File: src/rtl/gocd_pkg.sv
// gocd_pkg: register map, field layout, states and carriers of the grouped output divider
// assumes: byte-wide register port from the serial control core, everything on ref_clk
package gocd_pkg;
	localparam int ADDR_W      = 10;
	localparam int DATA_W      = 8;
	localparam int CNT_W       = 4;
	localparam int LEN_W       = 6;
	localparam int NUM_GROUPS  = 2;
	localparam int DRV_PER_GRP = 3;

	// register offsets, byte addressed as printed
	localparam logic [ADDR_W-1:0] ADDR_GRP_ONE_CTRL = 10'h0195;
	localparam logic [ADDR_W-1:0] ADDR_DIV_COUNTS   = 10'h0196;
	localparam logic [ADDR_W-1:0] ADDR_DIV_CTRL     = 10'h0197;
	localparam logic [ADDR_W-1:0] ADDR_GRP_TWO_CTRL = 10'h0198;
	localparam logic [ADDR_W-1:0] ADDR_STATUS       = 10'h01F0;

	// reset values and implemented bits
	localparam logic [DATA_W-1:0] RST_DIV_COUNTS = 8'h11;
	localparam logic [DATA_W-1:0] RST_DIV_CTRL   = 8'h00;
	localparam logic [DATA_W-1:0] RST_CHAN_CTRL  = 8'h00;
	localparam logic [DATA_W-1:0] CHAN_USED_MASK = 8'h07;

	// field positions
	localparam int LOW_LSB        = 4;
	localparam int HIGH_LSB       = 0;
	localparam int PHASE_LSB      = 0;
	localparam int BIT_BYPASS     = 7;
	localparam int BIT_IGN_SYNC   = 6;
	localparam int BIT_FORCE      = 5;
	localparam int BIT_START_HIGH = 4;
	localparam int BIT_PD         = 2;
	localparam int BIT_DIRECT     = 1;
	localparam int BIT_DCC_DIS    = 0;
	localparam int ST_DIV_OUT     = 0;
	localparam int ST_RUN         = 1;
	localparam int ST_SYNC        = 2;

	// pin synchroniser lanes
	localparam int PIN_OSC = 0;
	localparam int PIN_EXT = 1;
	localparam int PIN_SYNC = 2;
	localparam int PIN_NUM = 3;

	// source-select codes of the external field
	localparam logic [1:0] SRC_EXT  = 2'h0;
	localparam logic [1:0] SRC_NONE = 2'h1;
	localparam logic [1:0] SRC_OSC  = 2'h2;

	localparam logic [LEN_W-1:0] CYC_ONE = 6'h01;

	typedef enum logic [2:0] {
		DIV_HOLD = 3'b001,
		DIV_LOW  = 3'b010,
		DIV_HIGH = 3'b100
	} gocd_div_state_e;

	typedef struct packed {
		logic              wr;
		logic              rd;
		logic [ADDR_W-1:0] addr;
		logic [DATA_W-1:0] wdata;
	} gocd_reg_req_s;

	typedef struct packed {
		logic [DRV_PER_GRP-1:0] lvl;
		logic                   en;
	} gocd_drv_s;

	typedef struct packed {
		logic             start_high;
		logic [CNT_W-1:0] phase;
		logic [CNT_W-1:0] low_cnt;
		logic [CNT_W-1:0] high_cnt;
		logic             dcc_en;
	} gocd_div_cfg_s;
endpackage

File: src/rtl/gocd_top.sv
// gocd_top: divider two with its registers, plus routing and power-down of groups one and two
// assumes: register strobes come from the serial control core on ref_clk; clock and sync pins are async
//
// How it works
// - group one power-down bit set parks its three driver pairs safely off.
// - direct bit clear drives group one outputs from its own channel divider.
// - direct bit set with source 10 routes the oscillator straight to group one.
// - direct bit set with source 00 routes the external clock straight to group one.
// - direct bit set with source 01 leaves group one routing unchanged.
// - correction disable clear applies duty-cycle correction; set leaves it off.
// - low time is the low-count field plus one input cycles, reset value one.
// - high time is the high-count field plus one input cycles, reset value one.
// - bypass bit stops the divider and passes its input straight through.
// - ignore-sync clear obeys the chip sync; set disregards it.
// - forcing holds output low, or at the start-high level when force is one.
// - while bypassed the force bit has no effect on the output.
// - start-high bit picks the divider's starting level, low by default.
// - four-bit phase offset delays the divider's start, reset value zero.
// - power-down sits at bit two of channel register; bits above unused.
// - group two power-down bit set parks its three driver pairs safely off.
module gocd_top (
	input  wire logic                 ref_clk,
	input  wire logic                 rstn,
	input  gocd_pkg::gocd_reg_req_s   reg_req,
	output logic [gocd_pkg::DATA_W-1:0] reg_rdata,
	output logic                      reg_rvalid,
	input  wire logic [1:0]           src_sel,
	input  wire logic                 osc_clk_pin,
	input  wire logic                 ext_clk_pin,
	input  wire logic                 sync_n_pin,
	input  wire logic                 group_one_div_lvl,
	output gocd_pkg::gocd_drv_s       group_one_driver,
	output gocd_pkg::gocd_drv_s       group_two_driver
);
	import gocd_pkg::*;

	typedef struct packed {
		logic [DATA_W-1:0]  grp_one_ctrl;
		logic [DATA_W-1:0]  div_counts;
		logic [DATA_W-1:0]  div_ctrl;
		logic [DATA_W-1:0]  grp_two_ctrl;
		logic [PIN_NUM-1:0] sync1;
		logic [PIN_NUM-1:0] sync2;
		logic [PIN_NUM-1:0] sync3;
		logic               div_out;
		logic [DATA_W-1:0]  rdata;
		logic               rvalid;
		logic               hp_out;
		logic               hp_run;
		logic [LEN_W-1:0]   hp_ticks;
		gocd_div_cfg_s      hp_cfg;
		logic               hp_dirty;
	} gocd_top_reg_s;

	gocd_top_reg_s           r_ff;
	gocd_top_reg_s           nxt_r;
	gocd_div_cfg_s           cfg;
	logic                    in_lvl;
	logic                    in_prev;
	logic                    tick;
	logic                    sync_active;
	logic                    bypass;
	logic                    ignore_sync;
	logic                    force_bit;
	logic                    dv_restart;
	logic                    dv_lvl;
	logic                    dv_run;
	logic [DATA_W-1:0]       status;
	logic                    hp_chg;
	logic [LEN_W-1:0]        hp_total;
	logic [NUM_GROUPS-1:0]   grp_pd;
	logic [NUM_GROUPS-1:0]   grp_direct;
	logic [NUM_GROUPS-1:0]   grp_div_lvl;
	gocd_drv_s               grp_drv [NUM_GROUPS];

	// decoded configuration of divider two
	always_comb begin
		cfg.low_cnt    = r_ff.div_counts[LOW_LSB +: CNT_W];
		cfg.high_cnt   = r_ff.div_counts[HIGH_LSB +: CNT_W];
		cfg.phase      = r_ff.div_ctrl[PHASE_LSB +: CNT_W];
		cfg.start_high = r_ff.div_ctrl[BIT_START_HIGH];
		cfg.dcc_en     = !r_ff.grp_two_ctrl[BIT_DCC_DIS];
		bypass         = r_ff.div_ctrl[BIT_BYPASS];
		ignore_sync    = r_ff.div_ctrl[BIT_IGN_SYNC];
		force_bit      = r_ff.div_ctrl[BIT_FORCE];
	end

	// divider input: synchronised pin level, rising edge gives one tick per input cycle
	always_comb begin
		in_lvl      = (src_sel == SRC_EXT) ? r_ff.sync2[PIN_EXT] : r_ff.sync2[PIN_OSC];
		in_prev     = (src_sel == SRC_EXT) ? r_ff.sync3[PIN_EXT] : r_ff.sync3[PIN_OSC];
		tick        = in_lvl && !in_prev;
		sync_active = !r_ff.sync2[PIN_SYNC];
		// bypass powers the counter down; ignore-sync and an active sync also park it
		dv_restart  = bypass || ignore_sync || sync_active;
	end

	gocd_divider u_div (
		.ref_clk (ref_clk),
		.rstn    (rstn),
		.tick    (tick),
		.restart (dv_restart),
		.cfg     (cfg),
		.out_lvl (dv_lvl),
		.running (dv_run)
	);

	// status word: own state for software to read back
	always_comb begin
		status              = '0;
		status[ST_DIV_OUT]  = r_ff.div_out;
		status[ST_RUN]      = dv_run;
		status[ST_SYNC]     = sync_active;
	end

	// helper for the period checks: input ticks since the last output change
	always_comb begin
		hp_chg   = (dv_lvl != r_ff.hp_out) || (dv_run && !r_ff.hp_run);
		hp_total = LEN_W'(cfg.low_cnt) + LEN_W'(cfg.high_cnt) + CYC_ONE + CYC_ONE;
	end

	// next state: synchronisers, register writes, reads and the divider output mux
	always_comb begin
		nxt_r       = r_ff;
		nxt_r.sync1 = {sync_n_pin, ext_clk_pin, osc_clk_pin};
		nxt_r.sync2 = r_ff.sync1;
		nxt_r.sync3 = r_ff.sync2;
		if (reg_req.wr) begin
			case (reg_req.addr)
				ADDR_GRP_ONE_CTRL: nxt_r.grp_one_ctrl = reg_req.wdata & CHAN_USED_MASK;
				ADDR_DIV_COUNTS:   nxt_r.div_counts   = reg_req.wdata;
				ADDR_DIV_CTRL:     nxt_r.div_ctrl     = reg_req.wdata;
				ADDR_GRP_TWO_CTRL: nxt_r.grp_two_ctrl = reg_req.wdata & CHAN_USED_MASK;
				default:           nxt_r.rvalid       = r_ff.rvalid;
			endcase
		end
		nxt_r.rvalid = reg_req.rd;
		if (reg_req.rd) begin
			case (reg_req.addr)
				ADDR_GRP_ONE_CTRL: nxt_r.rdata = r_ff.grp_one_ctrl;
				ADDR_DIV_COUNTS:   nxt_r.rdata = r_ff.div_counts;
				ADDR_DIV_CTRL:     nxt_r.rdata = r_ff.div_ctrl;
				ADDR_GRP_TWO_CTRL: nxt_r.rdata = r_ff.grp_two_ctrl;
				ADDR_STATUS:       nxt_r.rdata = status;
				default:           nxt_r.rdata = '0;
			endcase
		end
		// bypass outranks force, so the input level reaches the output unaltered
		if (bypass) begin
			nxt_r.div_out = in_lvl;
		end else if (ignore_sync) begin
			nxt_r.div_out = force_bit ? cfg.start_high : 1'b0;
		end else begin
			nxt_r.div_out = dv_lvl;
		end
		nxt_r.hp_out   = dv_lvl;
		nxt_r.hp_run   = dv_run;
		nxt_r.hp_ticks = hp_chg ? LEN_W'(tick) : r_ff.hp_ticks + LEN_W'(tick);
		// a config write inside a half period leaves that half's length undefined, so the checks skip it
		nxt_r.hp_cfg   = cfg;
		nxt_r.hp_dirty = (cfg != r_ff.hp_cfg) || (!hp_chg && r_ff.hp_dirty);
	end

	// one register for all state; sync lane resets low so power-up acts as a sync
	always_ff @(posedge ref_clk or negedge rstn) begin
		if (!rstn) begin
			r_ff              <= '0;
			r_ff.grp_one_ctrl <= RST_CHAN_CTRL;
			r_ff.div_counts   <= RST_DIV_COUNTS;
			r_ff.div_ctrl     <= RST_DIV_CTRL;
			r_ff.grp_two_ctrl <= RST_CHAN_CTRL;
		end else begin
			r_ff <= nxt_r;
		end
	end

	// per-group controls: group one takes its divider from outside
	always_comb begin
		grp_pd[0]      = r_ff.grp_one_ctrl[BIT_PD];
		grp_pd[1]      = r_ff.grp_two_ctrl[BIT_PD];
		grp_direct[0]  = r_ff.grp_one_ctrl[BIT_DIRECT];
		grp_direct[1]  = r_ff.grp_two_ctrl[BIT_DIRECT];
		grp_div_lvl[0] = group_one_div_lvl;
		grp_div_lvl[1] = r_ff.div_out;
	end

	// one router per group
	for (genvar g = 0; g < NUM_GROUPS; g++) begin : gen_grp
		gocd_route u_route (
			.ref_clk (ref_clk),
			.rstn    (rstn),
			.div_lvl (grp_div_lvl[g]),
			.osc_lvl (r_ff.sync2[PIN_OSC]),
			.ext_lvl (r_ff.sync2[PIN_EXT]),
			.src_sel (src_sel),
			.direct  (grp_direct[g]),
			.pd      (grp_pd[g]),
			.drv     (grp_drv[g])
		);
	end

	assign group_one_driver = grp_drv[0];
	assign group_two_driver = grp_drv[1];
	assign reg_rdata        = r_ff.rdata;
	assign reg_rvalid       = r_ff.rvalid;
endmodule

File: src/rtl/gocd_divider.sv
// gocd_divider: low/high cycle counter with phase hold and duty-cycle correction
// assumes: tick is a one-cycle pulse per divider input cycle, same clock
module gocd_divider (
	input  wire logic              ref_clk,
	input  wire logic              rstn,
	input  wire logic              tick,
	input  wire logic              restart,
	input  gocd_pkg::gocd_div_cfg_s cfg,
	output logic                   out_lvl,
	output logic                   running
);
	import gocd_pkg::*;

	typedef struct packed {
		gocd_div_state_e  st;
		logic [CNT_W-1:0] cnt;
		logic             lvl;
	} gocd_div_reg_s;

	gocd_div_reg_s    state_ff;
	gocd_div_reg_s    nxt_state;
	logic [LEN_W-1:0] total;
	logic [LEN_W-1:0] hi_len;
	logic [LEN_W-1:0] lo_len;

	// lengths in input cycles; correction halves the whole period, low taking any odd cycle
	always_comb begin
		total = LEN_W'(cfg.low_cnt) + LEN_W'(cfg.high_cnt) + CYC_ONE + CYC_ONE;
		if (cfg.dcc_en) begin
			hi_len = total >> 1;
			lo_len = total - (total >> 1);
		end else begin
			lo_len = LEN_W'(cfg.low_cnt) + CYC_ONE;
			hi_len = LEN_W'(cfg.high_cnt) + CYC_ONE;
		end
		nxt_state = state_ff;
		if (restart) begin
			nxt_state.st  = DIV_HOLD;
			nxt_state.cnt = cfg.phase;
		end else if (tick) begin
			case (state_ff.st)
				DIV_HOLD: begin
					if (state_ff.cnt == '0) begin
						nxt_state.st  = cfg.start_high ? DIV_HIGH : DIV_LOW;
						nxt_state.cnt = cfg.start_high ? CNT_W'(hi_len - CYC_ONE) : CNT_W'(lo_len - CYC_ONE);
					end else begin
						nxt_state.cnt = state_ff.cnt - 1'b1;
					end
				end
				DIV_LOW: begin
					if (state_ff.cnt == '0) begin
						nxt_state.st  = DIV_HIGH;
						nxt_state.cnt = CNT_W'(hi_len - CYC_ONE);
					end else begin
						nxt_state.cnt = state_ff.cnt - 1'b1;
					end
				end
				DIV_HIGH: begin
					if (state_ff.cnt == '0) begin
						nxt_state.st  = DIV_LOW;
						nxt_state.cnt = CNT_W'(lo_len - CYC_ONE);
					end else begin
						nxt_state.cnt = state_ff.cnt - 1'b1;
					end
				end
				default: begin
					nxt_state.st  = DIV_HOLD;
					nxt_state.cnt = cfg.phase;
				end
			endcase
		end
		// while held the output rests at the chosen starting level
		nxt_state.lvl = (nxt_state.st == DIV_HIGH) || ((nxt_state.st == DIV_HOLD) && cfg.start_high);
	end

	// single state register
	always_ff @(posedge ref_clk or negedge rstn) begin
		if (!rstn) begin
			state_ff <= '{st: DIV_HOLD, cnt: '0, lvl: 1'b0};
		end else begin
			state_ff <= nxt_state;
		end
	end

	assign out_lvl = state_ff.lvl;
	assign running = (state_ff.st != DIV_HOLD);
endmodule

File: src/rtl/gocd_route.sv
// gocd_route: picks divider, oscillator or external clock for one group of three drivers
// assumes: all levels already on ref_clk; power-down parks drivers low with enable off
module gocd_route (
	input  wire logic       ref_clk,
	input  wire logic       rstn,
	input  wire logic       div_lvl,
	input  wire logic       osc_lvl,
	input  wire logic       ext_lvl,
	input  wire logic [1:0] src_sel,
	input  wire logic       direct,
	input  wire logic       pd,
	output gocd_pkg::gocd_drv_s drv
);
	import gocd_pkg::*;

	gocd_drv_s drv_ff;
	gocd_drv_s nxt_drv;
	logic      src_lvl;

	// source choice, then the power-down gate
	always_comb begin
		src_lvl = div_lvl;
		if (direct) begin
			case (src_sel)
				SRC_OSC: src_lvl = osc_lvl;
				SRC_EXT: src_lvl = ext_lvl;
				default: src_lvl = div_lvl;
			endcase
		end
		nxt_drv.lvl = pd ? '0 : {DRV_PER_GRP{src_lvl}};
		nxt_drv.en  = !pd;
	end

	always_ff @(posedge ref_clk or negedge rstn) begin
		if (!rstn) begin
			drv_ff <= '{lvl: '0, en: 1'b0};
		end else begin
			drv_ff <= nxt_drv;
		end
	end

	assign drv = drv_ff;
endmodule

File: config.mk
export PLATFORM = sky130hd
export DESIGN_NAME = gocd_top
export DESIGN_NICKNAME = d
export VERILOG_FILES = /design/src/rtl/gocd_pkg.sv /design/src/rtl/gocd_top.sv /design/src/rtl/gocd_divider.sv /design/src/rtl/gocd_route.sv
export SDC_FILE = /design/constraint.sdc
export NUM_CORES = 1
export LEC_CHECK = 0
export BUFFER_PORTS_ARGS = -buffer_cell sky130_fd_sc_hd__buf_2
export CORE_MARGIN = 5
export CORE_UTILIZATION = 26
export DETAILED_ROUTE_END_ITERATION = 12
export PLACE_DENSITY = 0.51
export SETUP_SLACK_MARGIN = 0.02
export SLEW_MARGIN = 20
export SYNTH_ARGS = -nofsm -noshare
export SYNTH_HDL_FRONTEND = slang
export SYNTH_SLANG_ARGS = --single-unit
File: constraint.sdc
create_clock -name ref_clk -period 6.3 [get_ports ref_clk]
set_clock_uncertainty 0.1 [all_clocks]
set_input_delay 0.63 -clock ref_clk [delete_from_list [all_inputs] [get_ports ref_clk]]
set_output_delay 0.63 -clock ref_clk [all_outputs]
set_load 0.02 [all_outputs]
==> flow_metrics.env <==
export IMPL_r2r_start="cfg[2]"
export IMPL_rows=40
export IMPL_clk_pin_slew_ns=0.07
export IMPL_final_cell_mix="dfrtp_1, buf_2, inv_1"
export IMPL_fin_area_sq_mm=0.00361
export IMPL_worstPathMaxFanout=5
export IMPL_critPathArrivalTime_ns=3.50
export IMPL_clk_latency_ns=0.29
export IMPL_ys_ff_latch=52
export IMPL_grt_max_degree=53
export IMPL_min_from="nxt_r[37]"
export IMPL_first_pass_iters=4
export IMPL_io_pins=45
export IMPL_post_dp_cell_area_sq_mm=0.00346
export IMPL_relSlewSlack_pct=38.5
export IMPL_synth_top_area_share_pct=38.6
export IMPL_place_ws_ns=2.91
export IMPL_hp_class="register to register"
export IMPL_cp_required_ns=6.42
export IMPL_final_common_cell="dfrtp_1"
export IMPL_worstMarginPinSlew_ns=0.911
export IMPL_postSynthAreaPerCell_sq_um=10.6
export IMPL_cts_sinks=52
export IMPL_endpoint_kind="register"
export IMPL_die_h_um=120
export IMPL_stdcell_count=479
export IMPL_fin_setup_tns_ns=0
export IMPL_syn_num_nets=345
export IMPL_num_vias=2371
export IMPL_die_w_um=120
export IMPL_power_total_mw=0.783
export IMPL_grt_pass1_vias=2505
export IMPL_nets=377
export IMPL_drc=0
export IMPL_diodes=0
export IMPL_rr_worst_depth=14
export IMPL_cp_endpoint="u_div.state_ff[4]"
export IMPL_htreeDepth=2
export IMPL_synth_ff_type="dfrtp_1"
export IMPL_cts_resized=0
export IMPL_setup_violations=0
export IMPL_finalCritPeriodShare_pct=53.7
export IMPL_yosysTopAreaCell="dfrtp_1"
export IMPL_setup_slack_ns=2.92
export IMPL_yosysWarnings=0
export IMPL_grt_pass1_wl_mm=12.8
export IMPL_ys_types=62
export IMPL_die_area_sq_mm=0.0145
export IMPL_wl_per_cell_um=15.6
export IMPL_seq_area_frac_synth_pct=41.1
export IMPL_register_area_sq_mm=0.00131
export IMPL_final_core_util_pct=30.0
export IMPL_holdWs_ns=0.250
export IMPL_cts_tree="built"
export IMPL_postSynthCellCount=299
export IMPL_via_per_inst=4.95
export IMPL_wirelength_mm=7.45
export IMPL_fillers=1274
export IMPL_synthesis_area_sq_mm=0.00317
export IMPL_worst_setup_path_type="register to register"
export IMPL_syn_to_final_growth_pct=13.7
export IMPL_max_freq_mhz=296
export IMPL_initial_core_util_pct=26.4
export IMPL_slew_violations=0
export IMPL_placed_cells_incl_taps=471
export IMPL_maxCapViolCount=0
export IMPL_synthTopCellsByArea="dfrtp_1, mux2_2, ha_1, inv_1, buf_4"
export IMPL_rsz0062_at_grt="false"
export IMPL_status="completed"
export IMPL_reg2reg_slack_ns=2.92
export IMPL_leakage_nw=1.61
export IMPL_finalCriticalPeriod_ns=3.38
export IMPL_numPortBuffers=44
export IMPL_hold_violations=0
export IMPL_vdd_drop_max_mv=0.119
export IMPL_cts_root_buffer="clkbuf_16"
export IMPL_gp_congestion=0.794
export IMPL_hold_buffers=0
export IMPL_start_kind="register"
export IMPL_synth_edf_count=0
export IMPL_drt_iter0_drc=146
export IMPL_ant_nets=0
export IMPL_grtUsageTotal_pct=10.9
export IMPL_clockBufferDepth=2
export IMPL_regToRegEndpoint="u_div.state_ff[4]"
export IMPL_multi_input_area_sq_mm=0.00164
export IMPL_layout_drive_gt1_share_pct=28.0
export IMPL_startpoint="cfg[2]"
export IMPL_synthArstFlopShare_pct=100
export IMPL_p_per_area_mw_per_mm2=217
export IMPL_cts_buffers=5
export IMPL_antenna_found_initial=0
export IMPL_fp_coreArea_sq_mm=0.0120
export IMPL_post_dp_hpwl_mm=5.85
export IMPL_overflow=0
export IMPL_post_cts_buffers=0
==> power breakdown <==
part / total, mW / switching, mW / internal [mW]
logic: 0.142 / 0.0871 / 0.0545
registers: 0.362 / 0.0148 / 0.348
clock network: 0.279 / 0.120 / 0.158
==> flip-flops by register name (all words and copies together) (netlist names) <==
register	flops
bypass	1
cfg	13
force_bit	1
gen_grp.u_route.drv	4
grp_direct	2
grp_div_lvl	1
grp_pd	2
ignore_sync	1
nxt_r	6
r_ff	4
reg_rdata	8
reg_rvalid	1
u_div.out_lvl	1
u_div.state_ff	7
==> cells by family (layout without fill, tap and decap cells) <==
kind of cell,count (synthesis),count (layout),share of synthesized area [%]
muxes,31,31,10.8
and+or+nand+nor,72,72,14.5
xor gates and xnor gates,10,10,2.76
DFF,52,52,41.1
AOI/OAI and AO/OA,69,69,16.1
adders and majority gates,18,18,7.57
buffers and inverters,47,80,7.21
==> final cells by class <==
cell class	count	share of cell area, %
tap	147	5.10
inverter	27	2.81
clock inverter	1	0.208
clock buffer	7	3.95
timing repair buffer	45	6.31
multi-input combinational	200	45.5
sequential	52	36.2
==> critical path, cell delays in order (launching register included) <==
cell	delay, ns
dfrtp_1	0.41
inv_1	0.06
ha_1	0.29
inv_1	0.06
ha_1	0.17
inv_1	0.06
fa_1	0.52
inv_1	0.09
fa_1	0.43
xor2_1	0.17
mux2i_1	0.15
or3_1	0.36
a2111oi_2	0.22
mux2i_1	0.11
o21ai_1	0.09
==> synthesized netlist by cell type, types with 3 or more instances <==
library cell / number
a211oi_1: 4
a21o_1: 3
a21oi_1: 12
a21oi_2: 3
a221oi_1: 4
a31oi_1: 3
a32oi_1: 8
buf_2: 3
buf_4: 13
dfrtp_1: 49
dfstp_2: 3
ha_1: 16
inv_1: 27
mux2_1: 7
mux2_2: 19
mux2i_1: 5
nand2_1: 12
nand2b_1: 6
nand3_1: 7
nand3b_1: 4
nor2_1: 10
nor3_1: 8
o21ai_0: 6
o21ai_1: 3
o22ai_1: 6
or3_1: 4
xnor2_1: 5
xor2_1: 5
==> per-layer routing <==
layer | routed length, um | global-route usage [%] | vias up
met3 | 328 | 2.76 | 6
met4 | 54 | 2.12 | 0
met2 | 3480 | 17.8 | 43
met5 | 0 | 0 | -
li1 | - | - | 1147
met1 | 3580 | 14.7 | 1175
==> worst min-delay path by stage <==
stage | depth (start not counted) | to
floorplan | 0 | bypass
finish | 0 | nxt_r[34]
global placement | 0 | nxt_r[35]
detailed placement | 0 | nxt_r[35]
CTS | 0 | nxt_r[35]
global route | 0 | nxt_r[35]
Note: power is estimated with default switching activity, not from simulation.
